$ cat src/seb_pkg.sv
// shared constants, opcodes, types and helper functions of the execute unit
package seb_pkg;

  // ****************************************
  // widths
  // ****************************************
  localparam int unsigned INSTR_W  = 12;
  localparam int unsigned DATA_W   = 8;
  localparam int unsigned FADDR_W  = 5;
  localparam int unsigned BRANCH_W = 9;
  localparam int unsigned PAGE_W   = 2;
  localparam int unsigned PC_W     = 11;
  localparam int unsigned STAT_W   = 8;

  // ****************************************
  // field positions
  // ****************************************
  localparam int unsigned DEST_BIT = 5;
  localparam int unsigned OPC6_LSB = 6;
  localparam int unsigned OPC4_LSB = 8;
  localparam int unsigned OPC3_LSB = 9;
  localparam int unsigned PAGE_LSB = 5;

  // ****************************************
  // opcode values
  // ****************************************
  localparam logic [5:0] OPC_COMPL  = 6'h09;
  localparam logic [5:0] OPC_DEC    = 6'h03;
  localparam logic [5:0] OPC_DECSKP = 6'h0b;
  localparam logic [5:0] OPC_INC    = 6'h0a;
  localparam logic [5:0] OPC_INCSKP = 6'h0f;
  localparam logic [3:0] OPC_ORLIT  = 4'hd;
  localparam logic [2:0] OPC_BRANCH = 3'h5;

  // ****************************************
  // reset values and steps
  // ****************************************
  localparam logic [DATA_W-1:0] DATA_ONE  = 8'h01;
  localparam logic [DATA_W-1:0] DATA_ZERO = 8'h00;
  localparam logic [PC_W-1:0]   PC_STEP   = 11'h001;
  localparam logic [PC_W-1:0]   PC_RESET  = 11'h000;
  localparam logic [FADDR_W-1:0] FADDR_ZERO = 5'h00;

  // ****************************************
  // types
  // ****************************************
  typedef enum logic [2:0] {
    OP_NONE                   = 3'h0,
    OP_COMPLEMENT_FILE        = 3'h1,
    OP_DECREMENT_FILE         = 3'h2,
    OP_DECREMENT_SKIP_ZERO    = 3'h3,
    OP_INCREMENT_FILE         = 3'h4,
    OP_INCREMENT_SKIP_ZERO    = 3'h5,
    OP_OR_LITERAL_ACCUM       = 3'h6,
    OP_UNCONDITIONAL_BRANCH   = 3'h7
  } seb_op_e;

  typedef enum logic [0:0] {
    ST_RUN   = 1'h0,
    ST_FLUSH = 1'h1
  } seb_state_e;

  typedef struct packed {
    seb_op_e              op;
    logic                 dest;
    logic [FADDR_W-1:0]   faddr;
    logic [DATA_W-1:0]    lit;
    logic [BRANCH_W-1:0]  target;
  } seb_dec_s;

  typedef struct packed {
    logic [DATA_W-1:0] value;
    logic              zero;
    logic              skip;
    logic              setsZ;
  } seb_res_s;

  // ****************************************
  // op classes
  // ****************************************
  function automatic logic has_dest(seb_op_e op);
    return op inside {OP_COMPLEMENT_FILE, OP_DECREMENT_FILE, OP_DECREMENT_SKIP_ZERO,
                      OP_INCREMENT_FILE, OP_INCREMENT_SKIP_ZERO};
  endfunction

  function automatic logic sets_zero(seb_op_e op);
    return op inside {OP_COMPLEMENT_FILE, OP_DECREMENT_FILE, OP_INCREMENT_FILE,
                      OP_OR_LITERAL_ACCUM};
  endfunction

endpackage

$ cat src/seb_decode.sv
// instruction word decoder into op class and operand fields
`timescale 1ns/10ps
module seb_decode (
  // instruction word
  input  wire logic [seb_pkg::INSTR_W-1:0] instr,
  // decoded fields
  output seb_pkg::seb_dec_s                dec
);

  // ****************************************
  // opcode decode
  // ****************************************
  function automatic seb_pkg::seb_op_e decode_op(logic [seb_pkg::INSTR_W-1:0] w);
    logic [5:0] opc6;
    opc6 = w[seb_pkg::INSTR_W-1:seb_pkg::OPC6_LSB];
    if (w[seb_pkg::INSTR_W-1:seb_pkg::OPC3_LSB] == seb_pkg::OPC_BRANCH) begin
      return seb_pkg::OP_UNCONDITIONAL_BRANCH;
    end
    if (w[seb_pkg::INSTR_W-1:seb_pkg::OPC4_LSB] == seb_pkg::OPC_ORLIT) begin
      return seb_pkg::OP_OR_LITERAL_ACCUM;
    end
    case (opc6)
      seb_pkg::OPC_COMPL:  return seb_pkg::OP_COMPLEMENT_FILE;
      seb_pkg::OPC_DEC:    return seb_pkg::OP_DECREMENT_FILE;
      seb_pkg::OPC_DECSKP: return seb_pkg::OP_DECREMENT_SKIP_ZERO;
      seb_pkg::OPC_INC:    return seb_pkg::OP_INCREMENT_FILE;
      seb_pkg::OPC_INCSKP: return seb_pkg::OP_INCREMENT_SKIP_ZERO;
      default:             return seb_pkg::OP_NONE;
    endcase
  endfunction

  assign dec.op     = decode_op(instr);
  assign dec.dest   = instr[seb_pkg::DEST_BIT];
  assign dec.faddr  = instr[seb_pkg::FADDR_W-1:0];
  assign dec.lit    = instr[seb_pkg::DATA_W-1:0];
  assign dec.target = instr[seb_pkg::BRANCH_W-1:0];

endmodule

$ cat src/seb_alu.sv
// result, zero and skip computation for one decoded op
`timescale 1ns/10ps
module seb_alu (
  // operands
  input  seb_pkg::seb_op_e                op,
  input  wire logic [seb_pkg::DATA_W-1:0] operand,
  input  wire logic [seb_pkg::DATA_W-1:0] accum,
  input  wire logic [seb_pkg::DATA_W-1:0] lit,
  // result
  output seb_pkg::seb_res_s               res
);

  // ****************************************
  // datapath
  // ****************************************
  wire logic [seb_pkg::DATA_W-1:0] incVal;
  wire logic [seb_pkg::DATA_W-1:0] decVal;
  wire logic isInc;
  wire logic isDec;
  wire logic isSkip;

  // 8-bit sums wrap modulo 256
  assign incVal = operand + seb_pkg::DATA_ONE;
  assign decVal = operand - seb_pkg::DATA_ONE;
  assign isInc  = (op == seb_pkg::OP_INCREMENT_FILE) || (op == seb_pkg::OP_INCREMENT_SKIP_ZERO);
  assign isDec  = (op == seb_pkg::OP_DECREMENT_FILE) || (op == seb_pkg::OP_DECREMENT_SKIP_ZERO);
  assign isSkip = (op == seb_pkg::OP_INCREMENT_SKIP_ZERO) ||
                  (op == seb_pkg::OP_DECREMENT_SKIP_ZERO);

  assign res.value = isInc ? incVal :
                     isDec ? decVal :
                     (op == seb_pkg::OP_COMPLEMENT_FILE) ? ~operand :
                     (op == seb_pkg::OP_OR_LITERAL_ACCUM) ? (accum | lit) :
                     seb_pkg::DATA_ZERO;
  assign res.zero  = (res.value == seb_pkg::DATA_ZERO);
  assign res.skip  = isSkip && res.zero;
  assign res.setsZ = seb_pkg::sets_zero(op);

endmodule

$ cat src/seb_exec.sv
// execute unit top: working register, branch, skip flush and file write-back
`timescale 1ns/10ps

module seb_exec #(
  parameter int unsigned PC_WIDTH = seb_pkg::PC_W
) (
  // clock and reset
  input  wire logic                         clk,
  input  wire logic                         sys_rst,
  // instruction stream
  input  wire logic [seb_pkg::INSTR_W-1:0]  instr,
  input  wire logic                         instrValid,
  output logic      [PC_WIDTH-1:0]          pcOut,
  output logic                              squashed,
  // file register read port
  output logic      [seb_pkg::FADDR_W-1:0]  fileRdAddr,
  input  wire logic [seb_pkg::DATA_W-1:0]   fileRdData,
  // file register write port
  output logic                              fileWrEn,
  output logic      [seb_pkg::FADDR_W-1:0]  fileWrAddr,
  output logic      [seb_pkg::DATA_W-1:0]   fileWrData,
  // status register
  input  wire logic [seb_pkg::STAT_W-1:0]   statusIn,
  output logic                              zWrEn,
  output logic                              zVal,
  // working register
  output logic      [seb_pkg::DATA_W-1:0]   wOut
);

  // ****************************************
  // elaboration check
  // ****************************************
  if (PC_WIDTH != seb_pkg::PAGE_W + seb_pkg::BRANCH_W) begin : g_pc_check
    $error("PC_WIDTH must equal page bits plus branch operand bits");
  end

  // ****************************************
  // declarations
  // ****************************************
  seb_pkg::seb_dec_s                 dec;
  seb_pkg::seb_res_s                 res;
  seb_pkg::seb_state_e               state_q;
  seb_pkg::seb_state_e               state_d;
  logic [PC_WIDTH-1:0]               pc_q;
  logic [PC_WIDTH-1:0]               pc_d;
  logic [seb_pkg::DATA_W-1:0]        wReg_q;
  logic [seb_pkg::DATA_W-1:0]        wReg_d;
  logic                              fileWrEn_q;
  logic [seb_pkg::FADDR_W-1:0]       fileWrAddr_q;
  logic [seb_pkg::DATA_W-1:0]        fileWrData_q;
  logic                              zWrEn_q;
  logic                              zVal_q;
  wire logic                         exec;
  wire logic                         fwdHit;
  wire logic [seb_pkg::DATA_W-1:0]   operand;
  wire logic                         toFile;
  wire logic                         toW;
  wire logic                         takeBranch;
  wire logic                         skipReq;
  wire logic [PC_WIDTH-1:0]          branchPc;
  wire logic [seb_pkg::PAGE_W-1:0]   page;

  // ****************************************
  // decode and datapath
  // ****************************************
  seb_decode u_decode (
    .instr (instr),
    .dec   (dec)
  );

  seb_alu u_alu (
    .op      (dec.op),
    .operand (operand),
    .accum   (wReg_q),
    .lit     (dec.lit),
    .res     (res)
  );

  // a slot arriving in flush state is consumed as a no-op
  assign exec     = instrValid && (state_q == seb_pkg::ST_RUN);
  assign squashed = instrValid && (state_q == seb_pkg::ST_FLUSH);

  // forward last write so back-to-back ops on one register see fresh data
  assign fwdHit     = fileWrEn_q && (fileWrAddr_q == dec.faddr);
  assign operand    = fwdHit ? fileWrData_q : fileRdData;
  assign fileRdAddr = dec.faddr;

  // destination routing
  assign toFile = exec && seb_pkg::has_dest(dec.op) && dec.dest;
  assign toW    = exec && ((seb_pkg::has_dest(dec.op) && !dec.dest) ||
                           (dec.op == seb_pkg::OP_OR_LITERAL_ACCUM));

  assign takeBranch = exec && (dec.op == seb_pkg::OP_UNCONDITIONAL_BRANCH);
  assign skipReq    = exec && res.skip;

  // page bits from status, operand into the low bits
  assign page     = statusIn[seb_pkg::PAGE_LSB +: seb_pkg::PAGE_W];
  assign branchPc = PC_WIDTH'({page, dec.target});

  // ****************************************
  // next-state logic
  // ****************************************
  always_comb begin
    case (state_q)
      seb_pkg::ST_RUN: begin
        state_d = (takeBranch || skipReq) ? seb_pkg::ST_FLUSH : seb_pkg::ST_RUN;
      end
      seb_pkg::ST_FLUSH: begin
        state_d = instrValid ? seb_pkg::ST_RUN : seb_pkg::ST_FLUSH;
      end
      default: begin
        state_d = seb_pkg::ST_RUN;
      end
    endcase
  end

  assign pc_d   = takeBranch ? branchPc :
                  instrValid ? PC_WIDTH'(pc_q + PC_WIDTH'(seb_pkg::PC_STEP)) : pc_q;
  assign wReg_d = toW ? res.value : wReg_q;

  // ****************************************
  // registers
  // ****************************************
  always_ff @(posedge clk or posedge sys_rst) begin
    if (sys_rst) begin
      state_q <= seb_pkg::ST_RUN;
      pc_q    <= PC_WIDTH'(seb_pkg::PC_RESET);
      wReg_q  <= seb_pkg::DATA_ZERO;
    end else begin
      state_q <= state_d;
      pc_q    <= pc_d;
      wReg_q  <= wReg_d;
    end
  end

  always_ff @(posedge clk or posedge sys_rst) begin
    if (sys_rst) begin
      fileWrEn_q   <= 1'b0;
      fileWrAddr_q <= seb_pkg::FADDR_ZERO;
      fileWrData_q <= seb_pkg::DATA_ZERO;
    end else begin
      fileWrEn_q   <= toFile;
      fileWrAddr_q <= toFile ? dec.faddr : fileWrAddr_q;
      fileWrData_q <= toFile ? res.value : fileWrData_q;
    end
  end

  // only the zero flag is ever written; other status bits never touched
  always_ff @(posedge clk or posedge sys_rst) begin
    if (sys_rst) begin
      zWrEn_q <= 1'b0;
      zVal_q  <= 1'b0;
    end else begin
      zWrEn_q <= exec && res.setsZ;
      zVal_q  <= (exec && res.setsZ) ? res.zero : zVal_q;
    end
  end

  assign pcOut      = pc_q;
  assign wOut       = wReg_q;
  assign fileWrEn   = fileWrEn_q;
  assign fileWrAddr = fileWrAddr_q;
  assign fileWrData = fileWrData_q;
  assign zWrEn      = zWrEn_q;
  assign zVal       = zVal_q;

  wire logic [seb_pkg::DATA_W-1:0] lastResult;
  assign lastResult = fileWrEn_q ? fileWrData_q : wReg_q;
endmodule

$ cat config.mk
export PLATFORM = sky130hd
export DESIGN_NAME = seb_exec
export DESIGN_NICKNAME = d
export VERILOG_FILES = /design/src/seb_pkg.sv /design/src/seb_decode.sv /design/src/seb_alu.sv /design/src/seb_exec.sv
export SDC_FILE = /design/constraint.sdc
export NUM_CORES = 1
export LEC_CHECK = 0
export BUFFER_PORTS_ARGS = -buffer_cell sky130_fd_sc_hd__buf_2
export CAP_MARGIN = 10
export CELL_PAD_IN_SITES_DETAIL_PLACEMENT = 2
export CELL_PAD_IN_SITES_GLOBAL_PLACEMENT = 2
export CORE_MARGIN = 10
export CORE_UTILIZATION = 31
export DETAILED_ROUTE_END_ITERATION = 8
export GPL_TIMING_DRIVEN = 1
export PLACE_DENSITY = 0.81
export SLEW_MARGIN = 30
export SYNTH_ARGS = -nofsm -noshare
export SYNTH_HDL_FRONTEND = slang
export SYNTH_SLANG_ARGS = --single-unit
export TNS_END_PERCENT = 1
$ cat constraint.sdc
create_clock -name clk -period 3.3 [get_ports clk]
set_input_delay 0.165 -clock clk [delete_from_list [all_inputs] [get_ports clk]]
set_output_delay 0.165 -clock clk [all_outputs]
set_load 0.01 [all_outputs]
Word-level counts from Yosys, hierarchy flattened. Cells that the tools add are included.

Bits in registers: 36. Input bits: 31. Output and inout port bits: 41. Logic and storage cells: 68.

Add/sub/neg operators: 3. Equality and inequality tests: 15. Mux-type cells: 18. Bitwise gates (word level): 3. Reductions and logical operators: 21.

Operators by type and width (number): $mux 8 (5); $eq 6x4->1 const B (4); $mux 11 (2); $eq 3x3->1 const B (5); $pmux 3 s5 (1); $mux 3 (4); $add 11x1->11 const B (1); $logic_and 1x1->1 (11); $add 8x1->8 const B (1); $logic_not 8->1 (1); $not 8->8 (1); $or 8x8->8 (1); $sub 8x1->8 const B (1); $eq 3x2->1 const B (2); $eq 6x2->1 const B (1); $eq 5x5->1 (1); $logic_or 1x1->1 (5); $mux 1 (5); $reduce_bool 5->1 (1); $eq 4x4->1 const B (1); $reduce_bool 4->1 (1); $eq 3x1->1 const B (1); $pmux 1 s2 (1); $reduce_bool 2->1 (1); 2 further kinds (2).

Longest topological paths before layout. Gate-level depths: netlist of run 1.

Depth in word-level cells: 16. Depth in mapped cells: 15. Gate-level depth less buffers: 13.

Cells and area by module. From an unflattened synthesis of run 1, not the netlist that was laid out.

Cell total of the unflattened synthesis: 302. Area total of the unflattened synthesis: 2805.2 µm².

Modules (own cells, without submodules): seb_exec (times used 1, cells an instance 160, area each 1856.8 µm², seq. area each 900.9 µm²); seb_alu (times used 1, cells an instance 105, area each 695.7 µm², seq. area each 0.0 µm²); seb_decode (times used 1, cells an instance 37, area each 252.7 µm², seq. area each 0.0 µm²).

Least setup slack after synthesis of run 1. Ideal clock, no wire load.

Kind: reg-to-reg. Start: register fileWrAddr_q (netlist bit fileWrAddr[2]). End: register fileWrData_q (netlist bit fileWrData[6]). Library setup time: 0.125 ns. Data arrival time: 2.847 ns. Data required time: 3.175 ns. Slack: 0.328 ns. Cell stages (with the launch flop): 15. Path buffers: 2. Period minus slack after synthesis: 2.972 ns. Cells stage by stage: dfrtp_1 > xnor2_1 > nand4_2 > nor2_2 > buf_4 > mux2i_1 > inv_1 > ha_1 > clkbuf_1 > nand2_1 > or4_1 > a22o_1 > a21oi_1 > nor2_1 > mux2_2.

Word-level cells in the longest chain between the ends: 7. Elaborated cells between the ends (all ways): 9. Those cells by class: add/sub (2); eq/ne (1); mux (4); bitwise (1); reduce/logical (1).

RTL lines: start: declaration (line seb_exec.sv:49) `logic [seb_pkg::FADDR_W-1:0] fileWrAddr_q;`; start signal: assignment (line seb_exec.sv:139) `fileWrAddr_q <= seb_pkg::FADDR_ZERO;`; start signal: assignment (line seb_exec.sv:143) `fileWrAddr_q <= toFile ? dec.faddr : fileWrAddr_q;`; $eq 5x5->1 (*) (line seb_exec.sv:84) `assign fwdHit = fileWrEn_q && (fileWrAddr_q == dec.faddr);`; $logic_and 1x1->1 (*) (line seb_exec.sv:84); $mux 8 (*) (line seb_exec.sv:85) `assign operand = fwdHit ? fileWrData_q : fileRdData;`; parallel branches: the longest is 3 deep, another holds $sub 8x1->8; $mux 8 (*) (line seb_alu.sv:30) `assign res.value = isInc ? incVal :`; end signal: assignment (line seb_exec.sv:140) `fileWrData_q <= seb_pkg::DATA_ZERO;`; end signal: assignment (line seb_exec.sv:144) `fileWrData_q <= toFile ? res.value : fileWrData_q;`; end: declaration (line seb_exec.sv:50) `logic [seb_pkg::DATA_W-1:0] fileWrData_q;`.

Every way passes the cells marked *. A chain may end at the register's enable or synchronous reset.

Final worst setup path of run 1.
Start: register fileWrAddr_q (netlist bit fileWrAddr[2]). End: register state_q.

Word-level cells in the longest chain between the ends: 13. Elaborated cells between the ends (all ways): 15. Those cells by class: add/sub (2); eq/ne (1); mux (6); bitwise (1); reduce/logical (5).

RTL lines: $eq 5x5->1 (*) (line seb_exec.sv:84); $logic_and 1x1->1 (*) (line seb_exec.sv:84); $mux 8 (*) (line seb_exec.sv:85); parallel branches: the longest is 3 deep, another holds $sub 8x1->8; $mux 8 (*) (line seb_alu.sv:30); $logic_not 8->1 (*) (line seb_alu.sv:35) `assign res.zero = (res.value == seb_pkg::DATA_ZERO);`; $logic_and 1x1->1 (*) (line seb_alu.sv:36) `assign res.skip = isSkip && res.zero;`; $logic_and 1x1->1 (*) (line seb_exec.sv:94) `assign skipReq = exec && res.skip;`; $logic_or 1x1->1 (*) (line seb_exec.sv:106) `state_d = (takeBranch || skipReq) ? seb_pkg::ST_FLUSH : seb_pkg::ST_RUN;`; $mux 1 (*) (line seb_exec.sv:106); $pmux 1 s2 (*) (line seb_exec.sv:104) `case (state_q)`; net state_d (line seb_exec.sv:43) `seb_pkg::seb_state_e state_d;`; end signal: assignment (line seb_exec.sv:126) `state_q <= seb_pkg::ST_RUN;`; end signal: assignment (line seb_exec.sv:130) `state_q <= state_d;`; end: declaration (line seb_exec.sv:42) `seb_pkg::seb_state_e state_q;`.

Mark *: on every way through the listed nets, which the timed path passes.

==> reports/results.tsv, run 1 <==
metric	value	unit
switching portion of total power	40.9	%
synthesis-to-layout area growth	18.9	%
number of buffer cells added on primary ports	65	
type of the worst min-delay path	in -> reg	
WL/cell	22.8	um
final design utilization	38.2	%
Final Hold Violating Endpoints	0	
proportion of netlist area held by the largest area contributor	31.6	%
post-detailed-route DRC marker count	0	
Root Buffer Master	sky130_fd_sc_hd__clkbuf_8	
DPL Wire Length	8800	um
pin count of the biggest net entering global routing	37	
Switching Power	683	uW
Cell Int Power	987	uW
Worst setup EP type	flop	
part of the power in registers	41.3	%
antenna violations before repair	0	
total instance count after detailed placement	498	
number of iterations in the first detailed-routing pass	4	
flip-flop cell with the highest count after synthesis	sky130_fd_sc_hd__dfrtp_1	
Core Footprint	0.00885	mm2
Leak	1.51	nW
Worst Skew	7.00	ps
antenna-violating nets left	0	
combined area of all synthesized cells	0.00285	mm2
via density per instance	5.87	
number of register bits inferred by synthesis	36	
count of pins on the block boundary	72	
total clock buffers created by CTS	5	
count of different cell masters after synthesis	59	
main area contributors after synthesis	sky130_fd_sc_hd__dfrtp_1 32%, sky130_fd_sc_hd__mux2_2 5.5%, sky130_fd_sc_hd__o21ai_0 4.6%	
count of routing violations after the opening detailed-route iteration	192	
syn_nets	378	
global placer's final weighted congestion	0.855	
IR Drop Worst-Case VDD	334	uV
routed wire length	11500	um
transition time of the tightest slew-check pin	696	ps
Avg Synthesized Cell Area	8.27	um2
overall track demand over capacity in global routing	17.3	%
maximum count of clock buffers along a single path	2	
starting density of the core	32.2	%
horizontal die dimension	116	um
insertion delay of the later-clocked pin in the worst-skew pair	290	ps
combinational share of power	39.1	%
global-route wire length before repair	18500	um
diode count	0	
sequential-to-total area share from yosys stat	31.6	%
gr busiest metal	met2	
clock sink total	36	
RSZ-0062 raised after global routing	yes	
kind of critical path	reg -> reg	
number of post-CTS setup repair buffers	0	
Post-Layout Cell Count	507	
number of enable flip-flop cells after synthesis	0	
final worst-path cycle share	96.4	%
cell with the most instances after synthesis	sky130_fd_sc_hd__dfrtp_1	
total number of yosys warnings	0	
clock share of power	19.6	%
maximum fanout along the worst path	6	
count of standard-cell rows	34	
count of vias placed by the detailed router	2974	
fill cell count	1066	
overall die area	0.0134	mm2
post-synthesis instance total	344	
Max-Cap Viols	0	
cell type contributing the most total cell area after synthesis	sky130_fd_sc_hd__dfrtp_1	
Slew Limit Fails	0	
data arrival time of the critical path	3370	ps
M1 GR Usage	20.8	%
Worst EP required	3490	ps
kind of start point of the critical path	flop	
layout cells sized above 1	29.1	%
leftover overflow at the end of global routing	0	
# nets final	432	
setup violation total in the final timing report	0	
global routing usage on met3	3.46	%
global routing usage on met2	30.9	%
fin crit period	3180	ps
clock edge transition at the registers on the reported setup and hold paths	70	ps
Synth async-reset ratio	100	%
top achievable clock speed	314	MHz
Worst slew margin	53.5	%
Die Height	116	um
CTS tree	built	
CTS H-tree lvls	2	
power density over the cells	493	mW/mm2
number of global-route vias before repair	3330	
run status	finished clean	
top cell types by occurrence after synthesis	36 x sky130_fd_sc_hd__dfrtp_1, 31 x sky130_fd_sc_hd__nor2_1, 26 x sky130_fd_sc_hd__o21ai_0	
flip-flops by register name (all words and copies together), names as in the netlist:
| register | cells |
|---|---|
| fileWrEn | 1 |
| zVal | 1 |
| zWrEn | 1 |
| fileWrAddr | 5 |
| wOut | 8 |
| fileWrData | 8 |
| state_q | 1 |
| pcOut | 11 |
cells by family after synthesis:
| family | Yosys count | share of synthesized area [%] |
|---|---|---|
| buffers and inverters | 44 | 7.65 |
| multiplexers | 21 | 8.00 |
| flip-flops | 36 | 31.6 |
| XOR/XNOR | 18 | 5.54 |
| AO/OA/AOI/OAI | 94 | 21.2 |
| AND/OR/NAND/NOR | 128 | 24.7 |
| adder cells (fa/ha/maj) | 3 | 1.32 |
worst paths after layout:
check	startpoint	endpoint	slack (ps)	cells past startpoint
min in group asynchronous	sys_rst	wOut[5]$_DFFE_PP0P_	540	4
worst max-delay path	fileWrAddr[2]$_DFFE_PP0P_	state_q$_DFF_PP0_	120	13
worst min register to register	zVal$_DFFE_PP0P_	zVal$_DFFE_PP0P_	500	2
worst min-delay path	statusIn[6]	pcOut[10]$_DFFE_PP0P_	210	3
max in group asynchronous	sys_rst	wOut[2]$_DFFE_PP0P_	2430	4
worst max register to register	fileWrAddr[2]$_DFFE_PP0P_	state_q$_DFF_PP0_	120	13
critical path, stage by stage, from the launching register on:
cell	delay (ps)
sky130_fd_sc_hd__dfrtp_1	430
sky130_fd_sc_hd__xnor2_2	240
sky130_fd_sc_hd__and4_4	320
sky130_fd_sc_hd__and3_1	180
sky130_fd_sc_hd__or2_2	120
sky130_fd_sc_hd__inv_1	50
sky130_fd_sc_hd__ha_1	230
sky130_fd_sc_hd__inv_2	110
sky130_fd_sc_hd__nor3_1	80
sky130_fd_sc_hd__a2111oi_1	310
sky130_fd_sc_hd__a211oi_1	140
sky130_fd_sc_hd__nor4_1	300
sky130_fd_sc_hd__nand4bb_1	250
sky130_fd_sc_hd__o31ai_2	310
per-stage QoR:
stage / instance area [um2] / TNS (ps) / power (mW) / setup slack, ps / hold WS, ps
floorplan: 2850 / 0 / 1.03 / 328 / 311
global route: 3380 / -149 / 1.79 / -61.4 / 211
global placement: 3210 / 0 / 1.27 / 144 / 300
finish: 3380 / 0 / 1.67 / 119 / 206
CTS: 3320 / 0 / 1.66 / 14.8 / 197
detailed placement: 3210 / -142 / 1.31 / -121 / 306
cells in the final DEF, fill, tap and decap left out, types with 2 or more instances in the layout:
cell                         n
sky130_fd_sc_hd__a2111oi_1   2
sky130_fd_sc_hd__a211oi_1    6
sky130_fd_sc_hd__a211oi_2    3
sky130_fd_sc_hd__a21oi_1    25
sky130_fd_sc_hd__a31oi_1     2
sky130_fd_sc_hd__and2_1      3
sky130_fd_sc_hd__and3_1      7
sky130_fd_sc_hd__and3b_1     2
sky130_fd_sc_hd__and4b_1     2
sky130_fd_sc_hd__buf_2      65
sky130_fd_sc_hd__buf_4       8
sky130_fd_sc_hd__clkbuf_1    2
sky130_fd_sc_hd__clkbuf_8    6
sky130_fd_sc_hd__dfrtp_1    36
sky130_fd_sc_hd__ha_1        3
sky130_fd_sc_hd__inv_1      16
sky130_fd_sc_hd__mux2_2     14
sky130_fd_sc_hd__mux2i_1     7
sky130_fd_sc_hd__nand2_1    18
sky130_fd_sc_hd__nand3_1    18
sky130_fd_sc_hd__nand4_1     5
sky130_fd_sc_hd__nand4b_1    2
sky130_fd_sc_hd__nand4bb_1   2
sky130_fd_sc_hd__nor2_1     31
sky130_fd_sc_hd__nor3_1     15
sky130_fd_sc_hd__nor4_1      3
sky130_fd_sc_hd__nor4b_1     2
sky130_fd_sc_hd__o21a_1      3
sky130_fd_sc_hd__o21ai_0    25
sky130_fd_sc_hd__o22ai_1     3
sky130_fd_sc_hd__o31ai_1     5
sky130_fd_sc_hd__o31ai_2     2
sky130_fd_sc_hd__o32ai_1     3
sky130_fd_sc_hd__or2_2       4
sky130_fd_sc_hd__or3_1       2
sky130_fd_sc_hd__xnor2_1     9
sky130_fd_sc_hd__xnor2_2     5
sky130_fd_sc_hd__xor2_1      4
layout make-up:
cell class	count	area [um2]	area share, %
Multi-Input combinational cell	264	1800	53.1
Clock buffer	8	90.1	2.66
Tap cell	108	135	3.99
Timing Repair Buffer	74	395	11.7
Sequential cell	36	901	26.6
Inverter	17	63.8	1.89
timing repair:
item / 4_1_cts / 5_1_grt
hold buffers: 1 / 0
pin swaps: 0 / 4
gates resized for setup: 4 / 13
hold endpoints to repair: 18 / 0
endpoints found under the setup margin: 3 / 8
per-layer routing:
metal	wire length [um]	vias to the layer above
met2	5920	91
met3	651	12
met5	0	-
li1	-	1375
met1	4830	1496
met4	144	0
power groups by stage:
stage	Combinational, mW	Sequential (mW)	Clock [mW]
4_1_cts	0.642	0.684	0.339
5_1_grt	0.718	0.713	0.356
3_3_place_gp	0.593	0.675	0
3_5_place_dp	0.626	0.689	0
6_report	0.653	0.690	0.326
2_1_floorplan	0.322	0.705	0
Note: power is estimated with default switching activity, not from simulation.
==> run 2: changes to the inputs <==
--- a/config.mk
+++ b/config.mk
@@ -5,15 +5,16 @@
 export SDC_FILE = /design/constraint.sdc
 export NUM_CORES = 1
 export LEC_CHECK = 0
+export ABC_AREA = 1
 export BUFFER_PORTS_ARGS = -buffer_cell sky130_fd_sc_hd__buf_2
 export CAP_MARGIN = 10
 export CELL_PAD_IN_SITES_DETAIL_PLACEMENT = 2
 export CELL_PAD_IN_SITES_GLOBAL_PLACEMENT = 2
 export CORE_MARGIN = 10
-export CORE_UTILIZATION = 31
+export CORE_UTILIZATION = 28
 export DETAILED_ROUTE_END_ITERATION = 8
 export GPL_TIMING_DRIVEN = 1
-export PLACE_DENSITY = 0.81
+export PLACE_DENSITY = 0.79
 export SLEW_MARGIN = 30
 export SYNTH_ARGS = -nofsm -noshare
 export SYNTH_HDL_FRONTEND = slang
==> run 2 against run 1 <==
Sequential cell count stayed put. Via count is 0.30% higher. Fmax is 6.4% higher. Non-clock buffer count is 1 higher. Sequential share of layout area is 0.45 points higher. Area after synthesis is 2.6% lower. Worst setup slack better by 190 ps. Clock power is 11% higher. Wire length is 9.7% lower. Register-to-register slack better by 190 ps. Critical endpoint unchanged. Highest routed layer unchanged.
==> reports/results.tsv, run 2 <==
metric	value	unit
run status	finished clean	
via density per instance	4.90	
kind of critical path	reg -> reg	
IR Drop Worst-Case VDD	162	uV
proportion of netlist area held by the largest area contributor	32.5	%
overall power consumption	1.53	mW
count of different cell masters after synthesis	35	
overall track demand over capacity in global routing	14.7	%
clock edge transition at the registers on the reported setup and hold paths	80	ps
most frequent cells in the layout	112 x sky130_fd_sc_hd__nand2_1, 65 x sky130_fd_sc_hd__buf_2, 62 x sky130_fd_sc_hd__inv_1	
pin count of the biggest net entering global routing	21	
hold-fix buffer count after cts	0	
cell type contributing the most total cell area after synthesis	sky130_fd_sc_hd__dfrtp_1	
Switching Power	606	uW
top achievable clock speed	335	MHz
fill cell count	1251	
leftover overflow at the end of global routing	0	
part of the power in registers	40.6	%
type of the worst min-delay path	in -> async	
post-detailed-route DRC marker count	0	
syn_nets	443	
Synth async-reset ratio	100	%
number of iterations in the first detailed-routing pass	4	
flip-flop cell with the highest count after synthesis	sky130_fd_sc_hd__dfrtp_1	
sequential-to-total area share from yosys stat	32.5	%
top cell types by occurrence after synthesis	112 x sky130_fd_sc_hd__nand2_1, 62 x sky130_fd_sc_hd__inv_1, 43 x sky130_fd_sc_hd__o21ai_0	
transition time of the tightest slew-check pin	771	ps
horizontal die dimension	119	um
number of cells on the critical path	18	
startpoint of the worst register-to-register path	fileWrAddr[3]$_DFFE_PP0P_	
number of flip-flops in the largest register	11	
post-synthesis instance total	409	
most common library cell in the layout ignoring fill and taps	sky130_fd_sc_hd__nand2_1	
clock share of power	23.7	%
combinational share of power	35.7	%
count of routing violations after the opening detailed-route iteration	118	
diode count	0	
starting density of the core	28.5	%
main area contributors after synthesis	sky130_fd_sc_hd__dfrtp_1 33%, sky130_fd_sc_hd__nand2_1 15%, sky130_fd_sc_hd__inv_1 8.4%	
total number of yosys warnings	0	
number of post-CTS setup repair buffers	0	
number of global-route vias before repair	3383	
number of buffer cells added on primary ports	65	
count of vias placed by the detailed router	2983	
Root Buffer Master	sky130_fd_sc_hd__clkbuf_8	
cell with the most instances after synthesis	sky130_fd_sc_hd__nand2_1	
overall die area	0.0143	mm2
total negative slack for setup checks	0	ps
antenna-violating nets left	0	
slowest stage cell on the critical path	sky130_fd_sc_hd__dfrtp_1	
Worst EP required	3520	ps
combined area of all synthesized cells	0.00277	mm2
data arrival time of the critical path	3210	ps
maximum fanout along the worst path	15	
maximum count of clock buffers along a single path	2	
CTS H-tree lvls	2	
Die Height	119	um
number of enable flip-flop cells after synthesis	0	
reg-to-reg setup timing slack	310	ps
# nets final	510	
synthesis-to-layout area growth	20.0	%
Slew Limit Fails	0	
fin crit period	2990	ps
number of register bits inferred by synthesis	36	
delay contributed by the slowest stage of the critical path	400	ps
insertion delay of the later-clocked pin in the worst-skew pair	290	ps
final worst-path cycle share	90.6	%
DPL Wire Length	8140	um
WP buf/inv	2	
Final Hold Violating Endpoints	0	
switching portion of total power	39.7	%
power density over the cells	459	mW/mm2
Worst Skew	10.6	ps
routed wire length	10400	um
startpoint of the most critical setup path	fileWrAddr[3]$_DFFE_PP0P_	
count of standard-cell rows	36	
area of all placed cells without fillers	0.00333	mm2
clock sink total	36	
quantity of gates resized following cts	0	
Leak	1.73	nW
Max-Cap Viols	0	
kind of start point of the critical path	flop	
worst reg2reg path endpoint	state_q$_DFF_PP0_	
setup violation total in the final timing report	0	
total clock buffers created by CTS	5	
layout cells sized above 1	25.4	%
Core Footprint	0.00973	mm2
Avg Synthesized Cell Area	6.78	um2
global placer's final weighted congestion	0.808	
global-route wire length before repair	17400	um
most used cell, CP	sky130_fd_sc_hd__nand2_1	
Register-to-Register Path Depth	18	
category of cells accounting for the largest share of critical-path delay	simple AND/OR/NAND/NOR gates	
CTS tree	built	
Cell Int Power	920	uW
antenna violations before repair	0	
Worst setup EP type	flop	
count of pins on the block boundary	72	
Worst slew margin	48.5	%
placed instance area	0.00321	mm2
Cell Chain, Critical Path	inv_1 -> nand2_1 -> nand2_1 -> nor2_4 -> nand3_4 -> nand2_1 -> nand2_4 -> ha_1 -> inv_1 -> a21oi_1 -> nand3_1 -> nand2_1 -> nand2_1 -> nor2_1 -> nand3_1 -> nor2_2 -> nand4_1 -> nand2_1	
WL/cell	17.1	um
==> run 2: cell types whose count changed in the layout (fill, tap and decap cells not counted), sizes merged, moves of 11 or more <==
cell	previous run	this run
xnor2	14	2
inv	17	66
nand4	6	17
mux2	14	0
nand3	18	31
nand2	18	127
a21oi	25	4
o21ai	26	46
==> run 2: how the worst max path moves through the flow <==
stage	end	slack, ps
5_1_grt	state_q$_DFF_PP0_	-20
4_1_cts	state_q$_DFF_PP0_	310
3_5_place_dp	state_q$_DFF_PP0_	410
3_3_place_gp	state_q$_DFF_PP0_	530
2_1_floorplan	state_q$_DFF_PP0_	1170
6_report	state_q$_DFF_PP0_	310
==> run 2: power by group through the flow <==
stage          combinational, mW  clock (mW)  sequential, mW
3_5_place_dp               0.539           0           0.630
3_3_place_gp               0.515           0           0.619
4_1_cts                    0.545       0.371           0.622
5_1_grt                    0.622       0.392           0.635
6_report                   0.545       0.361           0.619
2_1_floorplan              0.287           0           0.657
==> run 2: final cells by class <==
type                    count  area, um2  share of cell area, %
repair buffers             75        400                   12.0
flip-flops and latches     36        901                   27.1
inverters                  67        251                   7.56
multi-input cells         291       1510                   45.4
well taps                 133        166                   5.00
clock buffers               7       96.3                   2.90
==> run 2: cell families after synthesis <==
family	after synthesis	share of synthesized area, %
XOR/XNOR	4	1.26
AND/OR/NAND/NOR	220	39.0
buffers and inverters	82	13.0
flip-flops	36	32.5
AO/OA/AOI/OAI	64	12.9
adder cells (fa/ha/maj)	3	1.35
==> run 2: worst register-to-register path: cells and delay by family (launching register included) <==
family | cells | cell delay, ps
AND/OR/NAND/NOR | 14 | 2010
buffers and inverters | 2 | 110
AO/OA/AOI/OAI | 1 | 120
adder cells (fa/ha/maj) | 1 | 290
flip-flops | 1 | 400
==> run 2: per-stage QoR <==
stage,std cells,hold WS (ps),utilization (%),worst slack (ps)
2_1_floorplan,409,286,-,1170
3_5_place_dp,599,351,33.0,414
3_3_place_gp,599,340,33.0,529
4_1_cts,606,31.6,34.0,307
6_report,609,0.294,34.2,311
5_1_grt,609,61.2,34.2,-19.8
==> run 2: metal layers <==
metal	share of wire, %	track usage, %	vias to the layer above
met5	0	0	-
met2	51	26.4	47
li1	-	-	1449
met3	3.1	2.95	7
met1	45	17.9	1480
met4	0.77	2.49	0
